## src/design/pfc_pkg.sv

```systemverilog
package pfc_pkg;

    // ----------------------------------------------------------------
    // Register map (byte addresses, one aligned word each)
    // ----------------------------------------------------------------
    localparam int unsigned ADDR_W = 8;
    localparam logic [7:0] OFS_TRIP_SEL = 8'h00;
    localparam logic [7:0] OFS_QUAL_CFG = 8'h04;
    localparam logic [7:0] OFS_FILT_CFG = 8'h08;
    localparam logic [7:0] OFS_TRIP_ACT = 8'h0C;
    localparam logic [7:0] OFS_BLOCK_EN = 8'h10;
    localparam logic [7:0] OFS_STATUS   = 8'h14;

    // ----------------------------------------------------------------
    // Widths and field positions
    // ----------------------------------------------------------------
    localparam int SRC_N  = 4;
    localparam int EVT_N  = 4;
    localparam int QCFG_W = 3;
    localparam int FILT_W = 8;
    localparam int ACT_W  = 2;
    localparam int CNT_W  = 16;
    localparam int BEN_OST_LSB = 4;
    localparam int BEN_ADC_BIT = 8;
    localparam int ST_CBC_BIT  = 0;
    localparam int ST_OST_BIT  = 1;
    localparam int ST_FRC_LSB  = 2;
    localparam int ST_BLK_BIT  = 6;

    // ----------------------------------------------------------------
    // Reset values and encodings
    // ----------------------------------------------------------------
    localparam logic [15:0]       RST_TRIP_SEL = 16'h0000;
    localparam logic [11:0]       RST_QUAL_CFG = 12'h000;
    localparam logic [FILT_W-1:0] RST_FILT_CFG = 8'h00;
    localparam logic [15:0]       RST_TRIP_ACT = 16'h0000;
    localparam logic [8:0]        RST_BLOCK_EN = 9'h000;
    localparam logic [CNT_W-1:0]  TB_ZERO      = 16'h0000;

    localparam logic [QCFG_W-1:0] QC_OFF       = 3'h0;
    localparam logic [QCFG_W-1:0] QC_LO_LOW    = 3'h1;
    localparam logic [QCFG_W-1:0] QC_LO_HIGH   = 3'h2;
    localparam logic [QCFG_W-1:0] QC_HI_LOW    = 3'h3;
    localparam logic [QCFG_W-1:0] QC_HI_HIGH   = 3'h4;
    localparam logic [QCFG_W-1:0] QC_LOL_HIH   = 3'h5;
    localparam logic [QCFG_W-1:0] QC_LOH_HIL   = 3'h6;
    localparam logic [QCFG_W-1:0] QC_BOTH_HIGH = 3'h7;

    localparam logic [ACT_W-1:0] NO_ACTION_SETTING = 2'h0;
    localparam logic [1:0]       RESP_OKAY         = 2'h0;
    localparam logic [1:0]       RESP_SLVERR       = 2'h2;

    // ----------------------------------------------------------------
    // Carriers
    // ----------------------------------------------------------------
    typedef struct packed {
        logic chan_b_low_line;
        logic chan_b_high_line;
        logic chan_a_low_line;
        logic chan_a_high_line;
    } pfc_lines_s;

    // Bit 0 channel A event 0, 1 A event 1, 2 B event 0, 3 B event 1
    typedef struct packed {
        logic b_ev1;
        logic b_ev0;
        logic a_ev1;
        logic a_ev0;
    } pfc_evt_s;

endpackage

```

## src/design/pfc_qual_unit.sv

```systemverilog
`timescale 1ns/100ps
`default_nettype none

module pfc_qual_unit
    import pfc_pkg::*;
(
    // Compare lines of one channel
    input  wire logic              high_line,
    input  wire logic              low_line,
    // Qualifier configuration per event
    input  wire logic [QCFG_W-1:0] qualifier_config0,
    input  wire logic [QCFG_W-1:0] qualifier_config1,
    // Raw events
    output logic                   raw_event0,
    output logic                   raw_event1
);

    function automatic logic qualify(input logic [QCFG_W-1:0] cfg, input logic h,
                                     input logic l);
        logic r;
        r = 1'b0;
        unique case (cfg)
            QC_OFF:       r = 1'b0;
            QC_LO_LOW:    r = ~l;
            QC_LO_HIGH:   r = l;
            QC_HI_LOW:    r = ~h;
            QC_HI_HIGH:   r = h;
            QC_LOL_HIH:   r = ~l & h;
            QC_LOH_HIL:   r = l & ~h;
            QC_BOTH_HIGH: r = l & h;
        endcase
        return r;
    endfunction

    // ----------------------------------------------------------------
    // Qualification
    // ----------------------------------------------------------------
    assign raw_event0 = qualify(qualifier_config0, high_line, low_line);
    assign raw_event1 = qualify(qualifier_config1, high_line, low_line);

endmodule

`default_nettype wire

```

## src/design/pfc_trip.sv

```systemverilog
// Register access over AXI4-Lite and the placing of the registers were left to the implementer.
`timescale 1ns/100ps
`default_nettype none

// Notes on behaviour
// - Comparator high and low threshold outputs pass through the fault-compare stage to four forced trip signals that feed per-cycle or one-shot blocking.
// - A forced signal whose action setting in either trip action control is not no-action goes straight to the arbitrator, bypassing both blocking latches.
// - Each of the four compare lines is the OR of the input events picked by its trip-select mask.
// - Two qualifier units, one per channel, combine that channel's high and low lines into raw events 0 and 1.
// - Qualifier code 0 disables, 1 low low, 2 low high, 3 high low, 4 high high, 5 low low and high high, 6 low high and high low, 7 both high.
// - Raw events pass a window filter before event processing makes the final outputs.
// - Each final event yields both a forced trip signal and an interrupt request.
// - In up-down counting an ADC start request is raised when the time-base count reaches 0, one request for all channels.
// - When one-shot and per-cycle blocking coincide, one-shot takes precedence.
// - Per-cycle blocking holds while an enabled force is present and releases at the first period start without one.
// - One-shot blocking latches until software clears the one-shot flag.
module pfc_trip
    import pfc_pkg::*;
(
    // Clock and reset
    input  wire logic              aclk,
    input  wire logic              aresetn,
    // AXI4-Lite write address
    input  wire logic [ADDR_W-1:0] s_axi_awaddr,
    input  wire logic              s_axi_awvalid,
    output logic                   s_axi_awready,
    // AXI4-Lite write data
    input  wire logic [31:0]       s_axi_wdata,
    input  wire logic [3:0]        s_axi_wstrb,
    input  wire logic              s_axi_wvalid,
    output logic                   s_axi_wready,
    // AXI4-Lite write response
    output logic [1:0]             s_axi_bresp,
    output logic                   s_axi_bvalid,
    input  wire logic              s_axi_bready,
    // AXI4-Lite read
    input  wire logic [ADDR_W-1:0] s_axi_araddr,
    input  wire logic              s_axi_arvalid,
    output logic                   s_axi_arready,
    output logic [31:0]            s_axi_rdata,
    output logic [1:0]             s_axi_rresp,
    output logic                   s_axi_rvalid,
    input  wire logic              s_axi_rready,
    // Trip sources from pins and comparators
    input  wire logic              comparator_high_threshold_out,
    input  wire logic              comparator_low_threshold_out,
    input  wire logic [1:0]        ext_trip_in,
    // Time base, same clock
    input  wire logic [CNT_W-1:0]  time_base_count,
    input  wire logic              updown_mode,
    // Forced trip signals and interrupt requests
    output logic                   chan_a_event0_trip_force,
    output logic                   chan_a_event1_trip_force,
    output logic                   chan_b_event0_trip_force,
    output logic                   chan_b_event1_trip_force,
    output logic                   chan_a_event0_irq,
    output logic                   chan_a_event1_irq,
    output logic                   chan_b_event0_irq,
    output logic                   chan_b_event1_irq,
    // Arbitrator and blocking
    output logic                   arb_direct_a,
    output logic                   arb_direct_b,
    output logic                   per_cycle_block,
    output logic                   one_shot_block,
    output logic                   trip_block,
    output logic                   trip_block_one_shot,
    // ADC start
    output logic                   adc_start_req
);

    // ----------------------------------------------------------------
    // Registers
    // ----------------------------------------------------------------
    logic [15:0]       trip_input_select;
    logic [11:0]       qual_cfg;
    logic [FILT_W-1:0] filt_len;
    logic [15:0]       trip_act;
    logic [8:0]        block_en;

    logic [ADDR_W-1:0] aw_addr;
    logic              aw_full;
    logic [31:0]       w_data;
    logic [3:0]        w_strb;
    logic              w_full;
    logic              do_write;
    logic              next_aw_full;
    logic              next_w_full;
    logic              next_rvalid;
    logic              ost_clear;
    logic [31:0]       rd_word;
    logic              rd_hit;
    logic              wr_hit;

    pfc_evt_s          force_q;
    pfc_evt_s          raw_ev;
    pfc_evt_s          filt_ev;
    pfc_lines_s        lines;
    logic [SRC_N-1:0]  src_meta;
    logic [SRC_N-1:0]  src_sync;
    logic [CNT_W-1:0]  tb_prev;
    logic              cbc_set;
    logic              ost_set;
    logic              period_start;
    logic [EVT_N-1:0]  routed;
    logic              next_one_shot;
    logic              next_per_cycle;

    function automatic logic [31:0] merge(input logic [31:0] old, input logic [31:0] nw,
                                          input logic [3:0] strb);
        logic [31:0] r;
        r = old;
        for (int i = 0; i < 4; i++) begin
            if (strb[i]) begin
                r[i*8 +: 8] = nw[i*8 +: 8];
            end
        end
        return r;
    endfunction

    // ----------------------------------------------------------------
    // AXI4-Lite slave
    // ----------------------------------------------------------------
    assign do_write     = aw_full & w_full & ~s_axi_bvalid;
    assign next_aw_full = (aw_full | (s_axi_awvalid & s_axi_awready)) & ~do_write;
    assign next_w_full  = (w_full | (s_axi_wvalid & s_axi_wready)) & ~do_write;
    assign next_rvalid  = (s_axi_rvalid & ~s_axi_rready) | (s_axi_arvalid & s_axi_arready);

    always_comb begin
        wr_hit = 1'b1;
        unique case ({aw_addr[ADDR_W-1:2], 2'b00})
            OFS_TRIP_SEL, OFS_QUAL_CFG, OFS_FILT_CFG,
            OFS_TRIP_ACT, OFS_BLOCK_EN, OFS_STATUS: wr_hit = 1'b1;
            default:                                wr_hit = 1'b0;
        endcase
    end

    always_ff @(posedge aclk) begin
        if (!aresetn) begin
            aw_full       <= 1'b0;
            w_full        <= 1'b0;
            aw_addr       <= '0;
            w_data        <= '0;
            w_strb        <= '0;
            s_axi_awready <= 1'b0;
            s_axi_wready  <= 1'b0;
            s_axi_bvalid  <= 1'b0;
            s_axi_bresp   <= RESP_OKAY;
        end else begin
            aw_full       <= next_aw_full;
            w_full        <= next_w_full;
            s_axi_awready <= ~next_aw_full;
            s_axi_wready  <= ~next_w_full;
            if (s_axi_awvalid && s_axi_awready) begin
                aw_addr <= s_axi_awaddr;
            end
            if (s_axi_wvalid && s_axi_wready) begin
                w_data <= s_axi_wdata;
                w_strb <= s_axi_wstrb;
            end
            if (do_write) begin
                s_axi_bvalid <= 1'b1;
                s_axi_bresp  <= wr_hit ? RESP_OKAY : RESP_SLVERR;
            end else if (s_axi_bready) begin
                s_axi_bvalid <= 1'b0;
            end
        end
    end

    // Configuration writes
    always_ff @(posedge aclk) begin
        if (!aresetn) begin
            trip_input_select <= RST_TRIP_SEL;
            qual_cfg          <= RST_QUAL_CFG;
            filt_len          <= RST_FILT_CFG;
            trip_act          <= RST_TRIP_ACT;
            block_en          <= RST_BLOCK_EN;
        end else if (do_write) begin
            unique case ({aw_addr[ADDR_W-1:2], 2'b00})
                OFS_TRIP_SEL: trip_input_select <= 16'(merge({16'h0000, trip_input_select},
                                                         w_data, w_strb));
                OFS_QUAL_CFG: qual_cfg <= 12'(merge({20'h00000, qual_cfg}, w_data, w_strb));
                OFS_FILT_CFG: filt_len <= FILT_W'(merge({24'h000000, filt_len}, w_data,
                                                w_strb));
                OFS_TRIP_ACT: trip_act <= 16'(merge({16'h0000, trip_act}, w_data, w_strb));
                OFS_BLOCK_EN: block_en <= 9'(merge({23'h000000, block_en}, w_data, w_strb));
                default: ;
            endcase
        end
    end

    // Writing one to the one-shot status bit releases the latch
    assign ost_clear = do_write && ({aw_addr[ADDR_W-1:2], 2'b00} == OFS_STATUS)
                       && w_strb[0] && w_data[ST_OST_BIT];

    always_comb begin
        rd_word = 32'h0000_0000;
        rd_hit  = 1'b1;
        unique case ({s_axi_araddr[ADDR_W-1:2], 2'b00})
            OFS_TRIP_SEL: rd_word[15:0]       = trip_input_select;
            OFS_QUAL_CFG: rd_word[11:0]       = qual_cfg;
            OFS_FILT_CFG: rd_word[FILT_W-1:0] = filt_len;
            OFS_TRIP_ACT: rd_word[15:0]       = trip_act;
            OFS_BLOCK_EN: rd_word[8:0]        = block_en;
            OFS_STATUS: begin
                rd_word[ST_CBC_BIT]                 = per_cycle_block;
                rd_word[ST_OST_BIT]                 = one_shot_block;
                rd_word[ST_FRC_LSB +: EVT_N]        = force_q;
                rd_word[ST_BLK_BIT]                 = trip_block;
            end
            default:      rd_hit = 1'b0;
        endcase
    end

    always_ff @(posedge aclk) begin
        if (!aresetn) begin
            s_axi_arready <= 1'b0;
            s_axi_rvalid  <= 1'b0;
            s_axi_rdata   <= '0;
            s_axi_rresp   <= RESP_OKAY;
        end else begin
            s_axi_rvalid  <= next_rvalid;
            s_axi_arready <= ~next_rvalid;
            if (s_axi_arvalid && s_axi_arready) begin
                s_axi_rdata <= rd_word;
                s_axi_rresp <= rd_hit ? RESP_OKAY : RESP_SLVERR;
            end
        end
    end

    // ----------------------------------------------------------------
    // Input synchronisers and trip selection
    // ----------------------------------------------------------------
    always_ff @(posedge aclk) begin
        if (!aresetn) begin
            src_meta <= '0;
            src_sync <= '0;
        end else begin
            src_meta <= {ext_trip_in, comparator_low_threshold_out,
                         comparator_high_threshold_out};
            src_sync <= src_meta;
        end
    end

    assign lines.chan_a_high_line = |(trip_input_select[3:0]   & src_sync);
    assign lines.chan_a_low_line  = |(trip_input_select[7:4]   & src_sync);
    assign lines.chan_b_high_line = |(trip_input_select[11:8]  & src_sync);
    assign lines.chan_b_low_line  = |(trip_input_select[15:12] & src_sync);

    // ----------------------------------------------------------------
    // Qualifiers, one per channel
    // ----------------------------------------------------------------
    pfc_qual_unit u_qual_a (
        .high_line         (lines.chan_a_high_line),
        .low_line          (lines.chan_a_low_line),
        .qualifier_config0 (qual_cfg[2:0]),
        .qualifier_config1 (qual_cfg[5:3]),
        .raw_event0        (raw_ev.a_ev0),
        .raw_event1        (raw_ev.a_ev1)
    );

    pfc_qual_unit u_qual_b (
        .high_line         (lines.chan_b_high_line),
        .low_line          (lines.chan_b_low_line),
        .qualifier_config0 (qual_cfg[8:6]),
        .qualifier_config1 (qual_cfg[11:9]),
        .raw_event0        (raw_ev.b_ev0),
        .raw_event1        (raw_ev.b_ev1)
    );

    // ----------------------------------------------------------------
    // Window filter and event processing
    // ----------------------------------------------------------------
    // An event passes only after staying high for filt_len + 1 cycles, so
    // comparator glitches shorter than that never reach the trip logic.
    for (genvar g = 0; g < EVT_N; g++) begin : g_evt
        logic [FILT_W-1:0] win_cnt;
        assign routed[g] = trip_act[g*ACT_W +: ACT_W] == NO_ACTION_SETTING
                           && trip_act[8 + g*ACT_W +: ACT_W] == NO_ACTION_SETTING;
        always_ff @(posedge aclk) begin
            if (!aresetn) begin
                win_cnt    <= '0;
                filt_ev[g] <= 1'b0;
            end else if (!raw_ev[g]) begin
                win_cnt    <= '0;
                filt_ev[g] <= 1'b0;
            end else begin
                if (win_cnt != filt_len) begin
                    win_cnt <= win_cnt + 1'b1;
                end
                filt_ev[g] <= (win_cnt == filt_len);
            end
        end
    end

    always_ff @(posedge aclk) begin
        if (!aresetn) begin
            force_q           <= '0;
            chan_a_event0_irq <= 1'b0;
            chan_a_event1_irq <= 1'b0;
            chan_b_event0_irq <= 1'b0;
            chan_b_event1_irq <= 1'b0;
        end else begin
            force_q           <= filt_ev;
            chan_a_event0_irq <= filt_ev.a_ev0 & ~force_q.a_ev0;
            chan_a_event1_irq <= filt_ev.a_ev1 & ~force_q.a_ev1;
            chan_b_event0_irq <= filt_ev.b_ev0 & ~force_q.b_ev0;
            chan_b_event1_irq <= filt_ev.b_ev1 & ~force_q.b_ev1;
        end
    end

    assign chan_a_event0_trip_force = force_q.a_ev0;
    assign chan_a_event1_trip_force = force_q.a_ev1;
    assign chan_b_event0_trip_force = force_q.b_ev0;
    assign chan_b_event1_trip_force = force_q.b_ev1;

    // ----------------------------------------------------------------
    // Direct arbitrator path and blocking
    // ----------------------------------------------------------------
    always_ff @(posedge aclk) begin
        if (!aresetn) begin
            arb_direct_a <= 1'b0;
            arb_direct_b <= 1'b0;
        end else begin
            arb_direct_a <= 1'b0;
            arb_direct_b <= 1'b0;
            for (int i = 0; i < EVT_N; i++) begin
                if (filt_ev[i] && trip_act[i*ACT_W +: ACT_W] != NO_ACTION_SETTING) begin
                    arb_direct_a <= 1'b1;
                end
                if (filt_ev[i] && trip_act[8 + i*ACT_W +: ACT_W] != NO_ACTION_SETTING) begin
                    arb_direct_b <= 1'b1;
                end
            end
        end
    end

    // Forces with an action set bypass both latches
    assign cbc_set      = |(force_q & routed & block_en[EVT_N-1:0]);
    assign ost_set      = |(force_q & routed & block_en[BEN_OST_LSB +: EVT_N]);
    assign period_start = (time_base_count == TB_ZERO) && (tb_prev != TB_ZERO);

    always_comb begin
        next_per_cycle = per_cycle_block;
        if (cbc_set) begin
            next_per_cycle = 1'b1;
        end else if (period_start) begin
            next_per_cycle = 1'b0;
        end
        next_one_shot = one_shot_block;
        if (ost_set) begin
            next_one_shot = 1'b1;
        end else if (ost_clear) begin
            next_one_shot = 1'b0;
        end
    end

    always_ff @(posedge aclk) begin
        if (!aresetn) begin
            per_cycle_block     <= 1'b0;
            one_shot_block      <= 1'b0;
            trip_block          <= 1'b0;
            trip_block_one_shot <= 1'b0;
        end else begin
            per_cycle_block     <= next_per_cycle;
            one_shot_block      <= next_one_shot;
            trip_block          <= next_per_cycle | next_one_shot;
            trip_block_one_shot <= next_one_shot;
        end
    end

    // ----------------------------------------------------------------
    // ADC start on counter zero
    // ----------------------------------------------------------------
    always_ff @(posedge aclk) begin
        if (!aresetn) begin
            tb_prev       <= TB_ZERO;
            adc_start_req <= 1'b0;
        end else begin
            tb_prev       <= time_base_count;
            adc_start_req <= updown_mode && block_en[BEN_ADC_BIT] && period_start;
        end
    end

endmodule

`default_nettype wire

```

## config.mk

```make
export PLATFORM = sky130hd
export DESIGN_NAME = pfc_trip
export DESIGN_NICKNAME = d
export VERILOG_FILES = /design/src/design/pfc_pkg.sv /design/src/design/pfc_qual_unit.sv /design/src/design/pfc_trip.sv
export SDC_FILE = /design/constraint.sdc
export NUM_CORES = 1
export LEC_CHECK = 0
export ABC_AREA = 1
export BUFFER_PORTS_ARGS = -buffer_cell sky130_fd_sc_hd__buf_2
export CAP_MARGIN = 20
export CORE_ASPECT_RATIO = 0.8
export CORE_MARGIN = 2
export CORE_UTILIZATION = 52
export DETAILED_ROUTE_END_ITERATION = 12
export PLACE_DENSITY = 0.79
export SLEW_MARGIN = 20
export SYNTH_ARGS = -nofsm -noshare
export SYNTH_HDL_FRONTEND = slang
export SYNTH_SLANG_ARGS = --single-unit
```

## constraint.sdc

```tcl
create_clock -name aclk -period 1.58 [get_ports aclk]
set_clock_uncertainty 0.15 [all_clocks]
set_input_delay 0.158 -clock aclk [delete_from_list [all_inputs] [get_ports aclk]]
set_output_delay 0.158 -clock aclk [all_outputs]
set_load 0.01 [all_outputs]
```

==> results_dict.tcl <==
set metrics [dict create \
    cts_root_buf "clkbuf_16" \
    yosysMostFrequentCell "nand2_1" \
    synthArstFlopShare_pct 0 \
    startpoint_type "flop" \
    status "complete, but fails checks" \
    first_pass_iters 6 \
    synth_area_per_cell_sq_um 6.95 \
    area_growth_pct 38.9 \
    critPathMaxStageDelay_ns 0.38 \
    synth-warning-count 0 \
    final_nets 1582 \
    netlist-cell-type-count 35 \
    antenna_left 0 \
    synth_edf_count 0 \
    dp_slack_ns -0.0930 \
    cts_sinks 184 \
    wire_per_inst_microns 16.8 \
    seq_area_frac_synth_pct 42.0 \
    clkSlewWorstSetupHoldPaths_ns 0.08 \
    die-width_microns 149 \
    violations "setup timing" \
    hold_violations 0 \
    wl_met3_microns 3270 \
    antenna_found_initial 1 \
    hp-start "s_axi_arvalid" \
    critPathCaptureType "flop" \
    synth_area_leader_cell "dfxtp_1" \
    power.density_nw_per_um2 852 \
    insertion_delay_ns 0.45 \
    fp.dieH_microns 120 \
    met2_length_microns 13300 \
    ys_top_cells_by_area "dfxtp_1 (42%), nand2_1 (12%), nor2_1 (8.9%)" \
    viasPerCell 5.54 \
    worst-path-max-fanout 9 \
    crit_path_start "src_sync[0]" \
    antennaDiodeCount 0 \
    drt_iter0_markers 1106 \
    finalCriticalPeriod_ns 1.74 \
    initial_utilization_pct 53.0 \
    total_power_mw 10.4 \
    regToRegStartpoint "src_sync[0]" \
    cts-buffers-inserted 17 \
    crit_family "simple AND/OR/NAND/NOR gates" \
    vias 9592 \
    grt_max_degree 48 \
    synthFlopType "dfxtp_1" \
    worst_ep_required_time_ns 1.81 \
    drc_errors 0 \
    groute.usage.overall_pct 27.8 \
    ios 136 \
    max-vdd-ir-drop_v 0.000891 \
    cpMostUsedCell "nor2_1" \
    grt_setup_unrepaired "true" \
    leakage_nw 5.41 \
    clk_path_buf_depth 2 \
    critical_path_buf_inv_count 2 \
    grt_pass1_vias 7916 \
    drive_gt1_share_pct 28.5 \
    wirelength_microns 29100 \
    grt.overflow.total 0 \
    ys_ff_latch 184 \
    period_share_pct 110 \
    synth.top_cell.area_share_pct 42.0 \
    maxCapViolCount 0 \
    rows 42 \
    path_cells "nand2_2, nand2_2, nor2_4, buf_6, nor2_2, nor2_1, nor2_1, nor2_1, nand2_1, buf_12, nor2_2" \
    top_layer "met5" \
    critPathArrivalTime_ns 1.98 \
    min-delay-path-class "in2reg" \
    core-area_sq_um 16600 \
    dieArea_sq_um 17900 \
    cts_tree "done" \
    slowest_stage "dfxtp_4" \
    finalSetupViolations 61 \
    post-dp-hpwl_microns 16800 \
    timing.fmax_mhz 573 \
    drv_slew 0 \
    crit_type "reg2reg" \
    syn_inst 1262 \
    fin_ws_ns -0.164 \
    wl_met1_microns 11500 \
    cts-htree-levels 4 \
    final_core_utilization_pct 73.6 \
    gp_congestion 0.938 \
    portBuffers 95 \
    grt_pass1_wl_microns 39600 \
    synthTopCellsByCount "nand2_1 (269), nor2_1 (209), dfxtp_1 (184)" \
    netlist_area_sq_um 8780 \
]
power breakdown:
part | switching (mW) | internal [mW] | total [mW]
combinational | 0.503 | 0.363 | 0.866
clock | 2.07 | 2.61 | 4.68
sequential | 0.0912 | 4.75 | 4.84
total | 2.67 | 7.72 | 10.4
cells by family after synthesis:
| logic type | Yosys count | share of synthesized area [%] |
|---|---|---|
| DFF | 184 | 42.0 |
| and+or+nand+nor | 587 | 28.9 |
| xor gates and xnor gates | 44 | 4.39 |
| adders and majority gates | 4 | 0.570 |
| buffers and inverters | 223 | 11.1 |
| other | 1 | 0.0427 |
| AOI/OAI and AO/OA | 219 | 13.0 |
through the flow:
step | hold WS, ns | area [sq um] | TNS (ns) | cells
floorplan | 0.101 | 8840 | 0 | 1279
global placement | 0.197 | 9990 | -0.824 | 1618
detailed placement | 0.197 | 9990 | -1.83 | 1618
CTS | 0.0114 | 11200 | -0.277 | 1705
global route | 0.0254 | 12200 | -10.07 | 1731
finish | 0.0136 | 12200 | -4.21 | 1731
routing by layer:
layer  vias up  global-route usage, %
met5         -                      0
met4         2                   8.57
met3       119                   6.19
met2       663                   43.5
met1      4394                   38.6
li1       4414                      -
registers in the layout (all words and copies together), names as in the netlist, 2 cells and up:
name	flops
aw_addr	6
block_en	9
filt_ev	4
filt_len	8
g_evt.win_cnt	32
qual_cfg	12
s_axi_rdata	16
src_meta	4
src_sync	4
tb_prev	16
trip_act	16
trip_input_select	16
w_data	16
w_strb	2
worst register-to-register path: stages (launching register included):
cell     delay [ns]
dfxtp_4        0.38
nand2_2        0.08
nand2_2        0.06
nor2_4         0.11
buf_6          0.13
nor2_2         0.04
nor2_1         0.10
nor2_1         0.08
nor2_1         0.13
nand2_1        0.14
buf_12         0.18
nor2_2         0.09
cells in the final DEF (no fill, tap or decap), types with 15 or more instances in the layout:
cell / synthesis / layout
nand2_1: 269 / 244
nor2_1: 209 / 177
dfxtp_1: 184 / 162
inv_1: 159 / 149
buf_2: 11 / 95
o21ai_0: 128 / 85
buf_4: 21 / 76
a21oi_1: 68 / 59
dlygate4sd3_1: 0 / 49
nand3_1: 51 / 48
nor2_4: 15 / 35
o21ai_2: 0 / 27
nand2_2: 4 / 26
clkbuf_16: 0 / 22
nor2_2: 6 / 21
o21ai_1: 4 / 18
conb_1: 1 / 18
dfxtp_2: 0 / 18
xnor2_1: 28 / 16
xor2_1: 16 / 16
buf_6: 5 / 15
layout make-up:
class	instances	area, sq um
Clock inverter	14	198
Tap cell	220	275
Inverter	162	611
Sequential cell	184	3720
Multi-Input combinational cell	879	4830
Clock buffer	18	439
Timing Repair Buffer	254	2110
Fill cell	1098	4370
worst paths after layout:
check	to	slack, ns	cells past startpoint
worst max-delay path	g_evt[3].win_cnt[4]	-0.16	11
worst min register to register	src_sync[1]	0.29	2
worst max register to register	g_evt[3].win_cnt[4]	-0.16	11
worst min-delay path	s_axi_rdata[11]	0.01	5
timing repair:
action                     in CTS  in global routing
resized for setup              28                221
hold buffers                   49                  0
cloned                          1                 11
pin swaps                       9                 40
hold endpoints to repair       50                  0
buffers inserted                5                 15
setup endpoints to repair      75                 93
(Power assumes the default switching activity.)
